`src/pkg/aicr_defines.vh`:
```
// Constants for the analog input configuration and report block
`ifndef AICR_DEFINES_VH
`define AICR_DEFINES_VH

// ----------------------------------------------------------------
// Register map (word addresses on the plain register port)
// ----------------------------------------------------------------
`define AICR_ADDR_W          5
`define AICR_DATA_W          16
`define AICR_CHAN_BASE       5'h00
`define AICR_STATUS_ADDR     5'h10
`define AICR_MASK_ADDR       5'h11
`define AICR_CONFIG_ADDR     5'h12

// ----------------------------------------------------------------
// Status and mask bits
// ----------------------------------------------------------------
`define AICR_ST_INIT_DONE    0
`define AICR_ST_OOR          1
`define AICR_ST_W            2
`define AICR_MASK_RESET      2'h0

// ----------------------------------------------------------------
// Report values
// ----------------------------------------------------------------
`define AICR_INIT_VALUE      16'h4000
`define AICR_OVER_VALUE      16'h2710
`define AICR_MAX_CHANNELS    16
`define AICR_DIFF_CHANNELS   8

// ----------------------------------------------------------------
// Ranges in millivolts, scale factors in counts per mV, Q16
// ----------------------------------------------------------------
`define AICR_RANGE10_MV      17'h02710
`define AICR_RANGE5_MV       17'h01388
`define AICR_F4096_R10       18'h068dc
`define AICR_F4096_R5        18'h0d1b7
`define AICR_FFULL_R10       18'h0c000
`define AICR_FFULL_R5        18'h18000
`define AICR_F10000_R10      18'h10000
`define AICR_F10000_R5       18'h20000
`define AICR_F4095_R10       18'h068d5
`define AICR_F4095_R5        18'h0d1aa

// ----------------------------------------------------------------
// Filter shifts (2N for N = 8, 16, 32) and fraction bits
// ----------------------------------------------------------------
`define AICR_FRAC_W          6
`define AICR_SHIFT_N8        3'h4
`define AICR_SHIFT_N16       3'h5
`define AICR_SHIFT_N32       3'h6

// ----------------------------------------------------------------
// Indicator timing
// ----------------------------------------------------------------
`define AICR_CLK_MHZ         250
`define AICR_FAST_HALF_MS    50
`define AICR_SLOW_HALF_MS    500
`define AICR_FAST_HALF_CYC   (`AICR_FAST_HALF_MS * 1000 * `AICR_CLK_MHZ)
`define AICR_SLOW_HALF_CYC   (`AICR_SLOW_HALF_MS * 1000 * `AICR_CLK_MHZ)

`endif

```
`src/hw/aicr_top.v`:
```
// Analog input configuration decode, scaling, averaging and host report
//
// Added by the designer: strobed register access and the placing of the registers.
`timescale 1ns/100ps
`include "aicr_defines.vh"
module aicr_top #(
  parameter FAST_HALF_CYC = `AICR_FAST_HALF_CYC,
  parameter SLOW_HALF_CYC = `AICR_SLOW_HALF_CYC
) (
  // Clock, reset, enable
  input  wire                     clk,
  input  wire                     nrst,
  input  wire                     clk_en,
  // Configuration switches (1 = right position)
  input  wire                     polarity_select_switch,
  input  wire                     offset_select_switch,
  input  wire                     format_select_switch_a,
  input  wire                     format_select_switch_b,
  input  wire                     averaging_select_switch_a,
  input  wire                     averaging_select_switch_b,
  input  wire                     channel_mode_switch,
  input  wire                     range_select_switch,
  // Converter samples
  input  wire                     sample_valid,
  input  wire [3:0]               sample_channel,
  input  wire signed [15:0]       sample_mv,
  // Host link state
  input  wire                     host_link_up,
  // Register port
  input  wire [`AICR_ADDR_W-1:0]  reg_addr,
  input  wire [`AICR_DATA_W-1:0]  reg_wdata,
  input  wire                     reg_wr,
  input  wire                     reg_rd,
  output reg  [`AICR_DATA_W-1:0]  reg_rdata,
  // Indicator and interrupt
  output reg                      active_led,
  output reg                      irq
);

  // ----------------------------------------------------------------
  // Configuration decode
  // ----------------------------------------------------------------
  localparam ACC_W = 16 + `AICR_FRAC_W;

  // Scale factor in counts per mV, Q16, from output format and range
  function [17:0] scale_factor;
    input       fa;
    input       fb;
    input       r10;
    begin
      case ({fa, fb})
        2'b11:   scale_factor = r10 ? `AICR_F4096_R10  : `AICR_F4096_R5;
        2'b10:   scale_factor = r10 ? `AICR_FFULL_R10  : `AICR_FFULL_R5;
        2'b01:   scale_factor = r10 ? `AICR_F10000_R10 : `AICR_F10000_R5;
        default: scale_factor = r10 ? `AICR_F4095_R10  : `AICR_F4095_R5;
      endcase
    end
  endfunction

  // Switch decode; a one means the switch is in its right position
  wire        mode_diff  = channel_mode_switch;
  wire [4:0]  chan_count = mode_diff ? 5'd8 : 5'd16;
  wire        range10    = ~range_select_switch;
  wire        unipolar   = polarity_select_switch;
  wire        offset_on  = offset_select_switch;
  wire        avg_bypass = averaging_select_switch_a & averaging_select_switch_b;
  wire [17:0] factor     = scale_factor(format_select_switch_a, format_select_switch_b, range10);
  wire [16:0] range_mv   = range10 ? `AICR_RANGE10_MV : `AICR_RANGE5_MV;
  reg  [2:0]  avg_shift;

  // Filter shift is log2 of twice the averaging depth
  always @* begin
    case ({averaging_select_switch_a, averaging_select_switch_b})
      2'b00:   avg_shift = `AICR_SHIFT_N8;
      2'b01:   avg_shift = `AICR_SHIFT_N16;
      2'b10:   avg_shift = `AICR_SHIFT_N32;
      default: avg_shift = `AICR_SHIFT_N8;
    endcase
  end

  // ----------------------------------------------------------------
  // Sample scaling
  // ----------------------------------------------------------------
  wire signed [17:0] mv_ext   = {{2{sample_mv[15]}}, sample_mv};
  wire signed [17:0] rng_s    = {1'b0, range_mv};
  // Unipolar offset removes a fifth of the range before scaling
  wire signed [17:0] off_s    = (unipolar && offset_on) ? (rng_s / 18'sd5) : 18'sd0;
  wire signed [17:0] top_s    = unipolar ? rng_s : (rng_s <<< 1);
  wire signed [17:0] shifted  = unipolar ? (mv_ext - off_s) : (mv_ext + rng_s);
  wire               s_oor    = (shifted < 18'sd0) || (shifted > top_s);
  wire [16:0]        s_mag    = s_oor ? 17'h0 : shifted[16:0];
  wire [34:0]        s_prod   = s_mag * factor;
  wire [15:0]        s_counts = unipolar ? s_prod[31:16] : s_prod[32:17];
  wire               s_take   = sample_valid && ({1'b0, sample_channel} < chan_count);

  // ----------------------------------------------------------------
  // Per-channel averaging store
  // ----------------------------------------------------------------
  reg [ACC_W-1:0]               acc_q [0:`AICR_MAX_CHANNELS-1];
  reg [`AICR_MAX_CHANNELS-1:0]  seen_q;
  reg [`AICR_MAX_CHANNELS-1:0]  oor_q;

  wire [ACC_W-1:0]   acc_cur  = acc_q[sample_channel];
  wire [ACC_W-1:0]   x_fix    = {s_counts, {`AICR_FRAC_W{1'b0}}};
  wire signed [ACC_W:0] diff  = $signed({1'b0, x_fix}) - $signed({1'b0, acc_cur});
  wire signed [ACC_W:0] step  = diff >>> avg_shift;
  wire [ACC_W:0]     acc_sum  = {1'b0, acc_cur} + step;
  // First sample of a channel loads directly so the filter does not ramp from zero
  wire [ACC_W-1:0]   acc_d    = (avg_bypass || !seen_q[sample_channel]) ? x_fix : acc_sum[ACC_W-1:0];

  // One accumulator per channel, written only by samples of that channel
  genvar gi;
  generate
    for (gi = 0; gi < `AICR_MAX_CHANNELS; gi = gi + 1) begin : g_chan
      always @(posedge clk or negedge nrst) begin
        if (!nrst) begin
          acc_q[gi] <= {ACC_W{1'b0}};
        end else if (clk_en && s_take && sample_channel == gi) begin
          acc_q[gi] <= acc_d;
        end
      end
    end
  endgenerate

  // Channels beyond the active count never hold back initialization
  wire [`AICR_MAX_CHANNELS-1:0] active_mask = mode_diff ? 16'h00ff : 16'hffff;
  wire [`AICR_MAX_CHANNELS-1:0] ch_bit      = 16'h0001 << sample_channel;
  wire                          init_done   = &(seen_q | ~active_mask);
  wire                          any_oor     = |(oor_q & active_mask);

  always @(posedge clk or negedge nrst) begin
    if (!nrst) begin
      seen_q <= 16'h0000;
    end else if (clk_en && s_take) begin
      seen_q <= seen_q | ch_bit;
    end
  end

  // Out-of-range flag follows the latest sample of each channel
  always @(posedge clk or negedge nrst) begin
    if (!nrst) begin
      oor_q <= 16'h0000;
    end else if (clk_en && s_take) begin
      oor_q <= s_oor ? (oor_q | ch_bit) : (oor_q & ~ch_bit);
    end
  end

  // ----------------------------------------------------------------
  // Status, mask and interrupt
  // ----------------------------------------------------------------
  reg  [`AICR_ST_W-1:0] status_q;
  reg  [`AICR_ST_W-1:0] mask_q;
  reg                   init_done_q;
  reg                   any_oor_q;
  wire [`AICR_ST_W-1:0] events;
  wire [`AICR_ST_W-1:0] w1c;

  // Events are the rising edges of init done and of any out of range
  assign events[`AICR_ST_INIT_DONE] = init_done & ~init_done_q;
  assign events[`AICR_ST_OOR]       = any_oor & ~any_oor_q;
  // Write-one-to-clear pattern of the status register
  assign w1c = (reg_wr && reg_addr == `AICR_STATUS_ADDR) ? reg_wdata[`AICR_ST_W-1:0] : {`AICR_ST_W{1'b0}};
  wire [`AICR_ST_W-1:0] status_d = (status_q & ~w1c) | events;

  always @(posedge clk or negedge nrst) begin
    if (!nrst) begin
      init_done_q <= 1'b0;
      any_oor_q   <= 1'b0;
    end else if (clk_en) begin
      init_done_q <= init_done;
      any_oor_q   <= any_oor;
    end
  end

  // Sticky status bits; a new event wins over a clearing write
  always @(posedge clk or negedge nrst) begin
    if (!nrst) begin
      status_q <= {`AICR_ST_W{1'b0}};
    end else if (clk_en) begin
      status_q <= status_d;
    end
  end

  // Mask register, same layout as the status register
  always @(posedge clk or negedge nrst) begin
    if (!nrst) begin
      mask_q <= `AICR_MASK_RESET;
    end else if (clk_en && reg_wr && reg_addr == `AICR_MASK_ADDR) begin
      mask_q <= reg_wdata[`AICR_ST_W-1:0];
    end
  end

  // Level interrupt, includes events of the same cycle
  always @(posedge clk or negedge nrst) begin
    if (!nrst) begin
      irq <= 1'b0;
    end else if (clk_en) begin
      irq <= |(status_d & mask_q);
    end
  end

  // ----------------------------------------------------------------
  // Register read port
  // ----------------------------------------------------------------
  wire [3:0]  rd_ch    = reg_addr[3:0];
  wire [15:0] rd_value = oor_q[rd_ch] ? `AICR_OVER_VALUE : acc_q[rd_ch][ACC_W-1:`AICR_FRAC_W];
  reg  [15:0] rd_d;
  wire        chan_hit = (reg_addr < {1'b0, chan_count});

  // Channel window first, then status, mask and configuration
  always @* begin
    rd_d = 16'h0000;
    if (chan_hit) begin
      rd_d = init_done ? rd_value : `AICR_INIT_VALUE;
    end else begin
      case (reg_addr)
        `AICR_STATUS_ADDR: rd_d = {14'h0000, status_q};
        `AICR_MASK_ADDR:   rd_d = {14'h0000, mask_q};
        // Configuration readback: switches, link and data state
        `AICR_CONFIG_ADDR: begin
          rd_d[0]  = polarity_select_switch;
          rd_d[1]  = offset_select_switch;
          rd_d[2]  = format_select_switch_a;
          rd_d[3]  = format_select_switch_b;
          rd_d[4]  = averaging_select_switch_a;
          rd_d[5]  = averaging_select_switch_b;
          rd_d[6]  = channel_mode_switch;
          rd_d[7]  = range_select_switch;
          rd_d[8]  = host_link_up;
          rd_d[9]  = init_done;
          rd_d[10] = any_oor;
        end
        default:           rd_d = 16'h0000;
      endcase
    end
  end

  // Read data stand for one cycle and are zero otherwise
  always @(posedge clk or negedge nrst) begin
    if (!nrst) begin
      reg_rdata <= 16'h0000;
    end else if (clk_en) begin
      reg_rdata <= reg_rd ? rd_d : 16'h0000;
    end
  end

  // ----------------------------------------------------------------
  // Activity indicator
  // ----------------------------------------------------------------
  localparam LED_OFF   = 4'b0001;
  localparam LED_FAST  = 4'b0010;
  localparam LED_STEADY = 4'b0100;
  localparam LED_SLOW  = 4'b1000;

  reg [3:0]  led_state_q;
  reg [3:0]  led_state_d;
  reg [27:0] blink_cnt_q;
  reg        blink_q;

  // Indicator state from link and data validity
  always @* begin
    if (!host_link_up) begin
      led_state_d = LED_OFF;
    end else if (!init_done) begin
      led_state_d = LED_FAST;
    end else if (any_oor) begin
      led_state_d = LED_SLOW;
    end else begin
      led_state_d = LED_STEADY;
    end
  end

  // Half period in cycles for the current blink rate
  wire [27:0] half_cyc = (led_state_q == LED_FAST) ? FAST_HALF_CYC[27:0] : SLOW_HALF_CYC[27:0];

  // Half-period counter restarts whenever the indicator state changes
  wire        led_change = (led_state_d != led_state_q);
  wire        half_end   = (blink_cnt_q >= half_cyc - 28'h0000001);

  always @(posedge clk or negedge nrst) begin
    if (!nrst) begin
      led_state_q <= LED_OFF;
    end else if (clk_en) begin
      led_state_q <= led_state_d;
    end
  end

  always @(posedge clk or negedge nrst) begin
    if (!nrst) begin
      blink_cnt_q <= 28'h0000000;
    end else if (clk_en) begin
      if (led_change || half_end) begin
        blink_cnt_q <= 28'h0000000;
      end else begin
        blink_cnt_q <= blink_cnt_q + 28'h0000001;
      end
    end
  end

  // Blink phase starts lit so a state change shows at once
  always @(posedge clk or negedge nrst) begin
    if (!nrst) begin
      blink_q <= 1'b0;
    end else if (clk_en) begin
      if (led_change) begin
        blink_q <= 1'b1;
      end else if (half_end) begin
        blink_q <= ~blink_q;
      end
    end
  end

  // Indicator pin comes straight from a flip-flop
  always @(posedge clk or negedge nrst) begin
    if (!nrst) begin
      active_led <= 1'b0;
    end else if (clk_en) begin
      case (led_state_q)
        LED_OFF:    active_led <= 1'b0;
        LED_FAST:   active_led <= blink_q;
        LED_STEADY: active_led <= 1'b1;
        LED_SLOW:   active_led <= blink_q;
        default:    active_led <= 1'b0;
      endcase
    end
  end

endmodule

```
`config.mk`:
```
export PLATFORM = sky130hd
export DESIGN_NAME = aicr_top
export DESIGN_NICKNAME = d
export VERILOG_FILES = /design/src/hw/aicr_top.v
export VERILOG_INCLUDE_DIRS = /design/src /design/src/pkg
export SDC_FILE = /design/constraint.sdc
export NUM_CORES = 2
export LEC_CHECK = 0
export BUFFER_PORTS_ARGS = -buffer_cell sky130_fd_sc_hd__buf_2
export CAP_MARGIN = 30
export CORE_MARGIN = 4
export CORE_UTILIZATION = 45
export DETAILED_ROUTE_END_ITERATION = 7
export PLACE_DENSITY = 0.6
export RECOVER_POWER = 50
export SYNTH_ARGS = -nofsm -noshare
export SYNTH_HDL_FRONTEND = slang
export SYNTH_SLANG_ARGS = --single-unit
export TNS_END_PERCENT = 10
```
`constraint.sdc`:
```
create_clock -name clk -period 8.4 [get_ports clk]
set_input_delay 0.84 -clock clk [delete_from_list [all_inputs] [get_ports clk]]
set_output_delay 0.84 -clock clk [all_outputs]
set_load 0.05 [all_outputs]
```
* Word-level counts from Yosys, hierarchy flattened *
Cells that the tools add are included.

storage, ports and cells
  bits in registers = 441
  bits in latches = 0
  memory bits (writable) = 0
  ROM bits = 0
  input port bits = 56
  output and inout port bits = 18
  logic and storage cells = 166
  memories = 0

cells by class
  add/sub/neg operators = 6
  multiply operators = 1
  div/mod/pow operators = 1
  magnitude comparators = 9
  equality and inequality tests = 27
  shift operators = 2
  multiplexer cells = 40
  bitwise operators = 19
  reduce and logical (&&, ||, !) cells = 33

operators by type and width
  kind                                                  count
  binary-select mux 22 bit (select 4 bit)               2
  two-way mux 16 bit                                    9
  two-way mux 22 bit                                    5
  two-way mux 18 bit                                    3
  one-hot mux 18 bit (3 select lines)                   1
  OR 16 bit                                             3
  equality test 4 bit (second input constant)           9
  two-way mux 17 bit                                    2
  multiplier 17 x 18 -> 33 bit                          1
  one-hot mux 11 bit (3 select lines)                   1
  AND 16 bit                                            2
  NOT 16 bit                                            2
  adder 28 x 1 -> 28 bit (second input constant)        1
  greater-or-equal comparator 28 bit                    1
  two-way mux 28 bit                                    1
  subtractor 27 x 1 -> 28 bit (second input constant)   1
  two-way mux 27 bit                                    1
  >>> shifter 23 x 3 -> 22 bit                          1
  subtractor 22 x 22 -> 23 bit                          1
  adder 22 bit                                          1
  logical AND 1 bit                                     22
  equality test 4 x 3 -> 1 bit (second input constant)  5
  divider 18 x 4 -> 18 bit (second input constant)      1
  > comparator 18 x 16 -> 1 bit                         1
  other kinds (37)                                      61

* Depth between registers and ports, before layout *
  depth in word-level cells = 14
  mapped depth = 77
  mapped depth without buffers = 69

* Least setup slack after synthesis *
Ideal clock, no wire load.

  path type = input-to-reg
  start = input polarity_select_switch
  end = register acc_q[153] in the netlist's numbering
  library setup time = 0.161 ns
  data arrival time = 16.505 ns
  data required time = 8.239 ns
  slack = -8.266 ns
  stages on the path = 67
  path buffers = 9
  cells stage by stage = buf_2 > buf_2 > buf_1 > clkbuf_1 > clkbuf_1 > nand3_1 > ha_1 > o21a_1 > o21a_1 > o21ai_1 > a21boi_0 > o21a_1 > o21a_1 > o21ai_0 > nor4b_1 > xnor2_1 > a21oi_1 > ha_1 > (+31 left out) > o22ai_4 > nor3b_4 > a211oi_4 > nor4_1 > nor4_2 > xor2_1 > mux2_2 > a22oi_1 > ha_1 > or4_1 > nor3_1 > nand3_1 > a31o_2 > a21oi_1 > xnor2_1 > xnor2_4 > buf_12 > o31ai_4

between the ends
  cells in the longest elaborated chain, start to end = 13
  elaborated cells on any way between the ends = 15
  those cells by class = add/sub (3); mul (1); order compare (2); shift (1); mux (6); reduce/logical (2)

RTL lines
  item                                                                                  RTL line        text
  start: declaration                                                                    aicr_top.v:15   input wire polarity_select_switch,
  logical AND 1 bit                                                                     aicr_top.v:87   wire signed [17:0] off_s = (unipolar && offset_on) ? (rng_s / 18'sd5) : 18'sd0;
  two-way mux 18 bit                                                                    aicr_top.v:87
  subtractor 16 x 18 -> 18 bit                                                          aicr_top.v:89   wire signed [17:0] shifted = unipolar ? (mv_ext - off_s) : (mv_ext + rng_s);
  two-way mux 18 bit                                                                    aicr_top.v:89
  < comparator 18 x 1 -> 1 bit / > comparator 18 x 16 -> 1 bit (equally long branches)  aicr_top.v:90   wire s_oor = (shifted < 18'sd0) || (shifted > top_s);
  logical OR 1 bit                                                                      aicr_top.v:90
  two-way mux 17 bit                                                                    aicr_top.v:91   wire [16:0] s_mag = s_oor ? 17'h0 : shifted[16:0];
  multiplier 17 x 18 -> 33 bit                                                          aicr_top.v:92   wire [34:0] s_prod = s_mag * factor;
  two-way mux 16 bit *                                                                  aicr_top.v:93   wire [15:0] s_counts = unipolar ? s_prod[31:16] : s_prod[32:17];
  subtractor 22 x 22 -> 23 bit                                                          aicr_top.v:105  wire signed [ACC_W:0] diff = $signed({1'b0, x_fix}) - $signed({1'b0, acc_cur});
  >>> shifter 23 x 3 -> 22 bit                                                          aicr_top.v:106  wire signed [ACC_W:0] step = diff >>> avg_shift;
  adder 22 bit                                                                          aicr_top.v:107  wire [ACC_W:0] acc_sum = {1'b0, acc_cur} + step;
  two-way mux 22 bit *                                                                  aicr_top.v:109  wire [ACC_W-1:0] acc_d = (avg_bypass || !seen_q[sample_channel]) ? x_fix : acc_sum[ACC_W-1:0];
  end signal: indexed assignment                                                        aicr_top.v:117  acc_q[gi] <= {ACC_W{1'b0}};
  end: declaration                                                                      aicr_top.v:99   reg [ACC_W-1:0] acc_q [0:`AICR_MAX_CHANNELS-1];

Every way passes the cells marked *; elsewhere a longest branch is shown, timed or not.
A chain may end at the register's enable or synchronous reset.

* Worst setup path after layout *
  start = input range_select_switch
  end = register acc_q[65] in the netlist's numbering

between the ends
  cells in the longest elaborated chain, start to end = 14
  elaborated cells on any way between the ends = 22
  those cells by class = add/sub (4); mul (1); div (1); order compare (2); shift (1); mux (12); reduce/logical (1)

RTL lines
  item                                                                                  RTL line        text
  start: declaration                                                                    aicr_top.v:22   input wire range_select_switch,
  two-way mux 14 bit (no line)                                                          --
  divider 18 x 4 -> 18 bit                                                              aicr_top.v:87
  two-way mux 18 bit                                                                    aicr_top.v:87
  subtractor 16 x 18 -> 18 bit                                                          aicr_top.v:89
  two-way mux 18 bit                                                                    aicr_top.v:89
  < comparator 18 x 1 -> 1 bit / > comparator 18 x 16 -> 1 bit (equally long branches)  aicr_top.v:90
  logical OR 1 bit                                                                      aicr_top.v:90
  two-way mux 17 bit                                                                    aicr_top.v:91
  multiplier 17 x 18 -> 33 bit *                                                        aicr_top.v:92
  two-way mux 16 bit *                                                                  aicr_top.v:93
  subtractor 22 x 22 -> 23 bit                                                          aicr_top.v:105
  >>> shifter 23 x 3 -> 22 bit                                                          aicr_top.v:106
  adder 22 bit                                                                          aicr_top.v:107
  two-way mux 22 bit *                                                                  aicr_top.v:109

Marks and branches as above.

==> run metrics <==
pin count of the biggest net entering global routing=108; endpoints failing hold=0; Yosys top cell by area=dfrtp_1; Initial DRC Count=1,907; CP startpoint kind=input pin; Max VDD drop=0.000249 V; vias in the first global route=28,500; skew final=0.0224 ns; status=finished with violations; worst path required time=8.86 ns; DP Wirelength=73.1 mm; total power=14.6 mW; clk buf depth=3; CTS sink cnt=441; simple-gate area share of the yosys netlist=13.8%; Hold Buf Count CTS=0; DP Area=0.0398 mm²; vias after detailed routing=27,900; post-route cell area=0.0429 mm²; post-synthesis mux area share=13.9%; vias per cell=5.47; compound-cell area share of the yosys netlist=12.9%; Post-synth EDFFs=0; Min-Delay Path Class=reg -> reg; Buffers on Ports=59; fmax=72.3 MHz; worst rel slew slack=-298%; Initial DRT Pass Iterations=7; Total GRT Usage=25.0%; critical path fanouts, max=7; Worst-Margin Slew=5.96 ns; die area=0.0815 mm²; Mapped Area=0.0346 mm²; synth top area cells=dfrtp_1 32%, mux4_2 12%, fa_1 12%; initial antenna violation count=2; Final #Nets=4,487; # rows=101; RSZ-0062 raised after global routing=true; H-tree levels=2; routability cong.=0.904; Lkg Pwr=20.2 nW; final worst path period share=165%; # fillers=6,751; Min Clock Period, post-route=13.83 ns; top-area cell type share of the netlist area=31.8%; Avg WL per Cell=19.9 µm; I/O pin count=74; Main synth FF type=dfrtp_1; max-slew violations=285; Adder-Cell Fraction of Synth Area=18.9%; synthesized-area fraction occupied by xor and xnor cells=2.05%; Max Cap Viol=4; Mapped Avg Cell Area=9.76 µm²; post-synthesis sequential area ratio=31.9%; Post-synth top cells=552 x nand2_1, 440 x dfrtp_1, 385 x inv_1, 370 x o21ai_0, 246 x nor2_1; PnR worst setup slack=-5.43 ns; CTS tree=done; slowest cell delay on critical path=0.60 ns; post-synth cell types=93; total CTS buffers=42; Core ar.=0.0761 mm²; DRT Wirelength=102 mm; Worst Path Arrival=14.29 ns; main combinational cell family by area after synthesis=adder cells; root buffer cell=clkbuf_16; critical path class=in -> reg; first-pass GRT wire length=161 mm; Slowest-stage cell, CP=fa_2; grt total ovfl=0; die height=285 µm; synthesis-stage register bit count=441; share of layout cells above drive strength 1=28.5%; Final ANT Viol Nets=0; failing checks=capacitance limit, slew limit, setup timing; Post-synth ARST share=100%; Die Width=285 µm; Mapped Cells=3,551; area grow syn2layout=23.7%; Crit. End Element=flip-flop; Pwr Density=340 mW/mm²; Ys Warns=0; Clock Pin Slew Worst Setup and Hold Paths=0.07 ns; most common cell in the netlist=nand2_1; Remaining DRCs=0; # setup viols final=352; Starting Density=45.5%; clock latency on the worst-skew pair=0.57 ns
==> power by group <==
part,internal [mW],leakage [nW],switching (mW)
Clock,1.13,0.687,0.854
Sequential,2.77,5.83,0.448
Combinational,4.71,13.7,4.66
Total,8.60,20.2,5.96
==> sequential cells by signal, summed over array words and instances, names as in the netlist, named ones only <==
signal       flops
seen_q          16
blink_q          1
acc_q          352
active_led       1
mask_q           2
blink_cnt_q     28
irq              1
status_q         2
init_done_q      1
reg_rdata       16
led_state_q      4
any_oor_q        1
==> routing by layer <==
layer  GRT usage, %  share of wire [%]
met5              0                  0
met2           40.2                 47
met3           5.09                6.8
met1           35.2                 44
met4           5.80                2.3
==> worst max-delay path: cells and delay by family <==
family                   cells  cell delay [ns]
AO/OA/AOI/OAI               20             3.81
XOR/XNOR                     4             0.62
adder cells (fa/ha/maj)     11             4.18
buffers and inverters       12             1.33
multiplexers                 1             0.19
AND/OR/NAND/NOR             18             3.26
==> through the flow <==
stage	util (%)	cells	TNS, ns	hold slack [ns]	setup slack, ns
floorplan	-	3578	-1797.05	0.445	-6.32
global placement	52.1	4940	-1890.69	0.457	-6.36
detailed placement	52.3	4945	-1909.13	0.465	-6.43
CTS	55.6	5071	-1506.97	0.366	-5.18
global route	56.3	5092	-1760.43	0.500	-6.00
finish	56.4	5094	-1532.20	0.477	-5.43
==> cell families (layout without fill, tap and decap cells) <==
kind of cell | count (synthesis) | after routing
compound gates | 723 | 723
xor+xnor | 79 | 79
fa+ha+maj | 400 | 400
buf+inv | 584 | 1066
flops | 441 | 441
mux | 238 | 239
other cells | 2 | 32
simple gates | 1084 | 1084
==> cells in the final DEF, fill, tap and decap left out, types with 19 or more instances in the layout <==
cell type	n
a22oi_1	32
buf_6	22
nor3_1	37
buf_4	494
dfrtp_1	440
nor2_1	230
a21oi_1	92
xor2_1	23
mux4_2	191
nor2b_1	22
nand2_1	517
nand2_2	31
o21ai_0	269
a21o_1	29
nand3_1	38
fa_1	200
o21a_1	19
xnor2_1	42
and2_1	19
mux2_2	20
inv_1	369
nand2b_1	35
conb_1	29
o21ai_1	86
o21ai_2	21
clkbuf_16	43
ha_4	19
buf_2	51
ha_1	171
buf_12	22
==> worst paths after layout <==
kind	startpoint	endpoint	slack, ns	cells past startpoint
worst max-delay path	range_select_switch	acc_q[65]	-5.43	66
worst min-delay path	acc_q[286]	acc_q[286]	0.48	2
worst max register to register	acc_q[10]	acc_q[65]	1.92	27
worst min register to register	acc_q[286]	acc_q[286]	0.48	2
max in group asynchronous	nrst	acc_q[60]	1.65	3
min in group asynchronous	nrst	blink_cnt_q[21]	2.48	1
==> cell type report <==
class	instances	area, µm²	share of cell area (%)
clock buffers	64	1250	2.93
repair buffers	604	4840	11.3
well taps	1030	1290	3.01
clock inverters	10	146	0.341
multi-input cells	2554	22800	53.2
flip-flops and latches	441	11000	25.7
diodes	3	7.51	0.0175
inverters	388	1470	3.44
==> what timing repair did <==
action | 4_1_cts | 5_1_grt
resized for setup | 181 | 169
gates cloned | 2 | 2
setup buffers | 52 | 19
endpoints found under the setup margin | 352 | 352
pin swaps | 96 | 51
No activity file was read; power rests on OpenSTA's default activity.
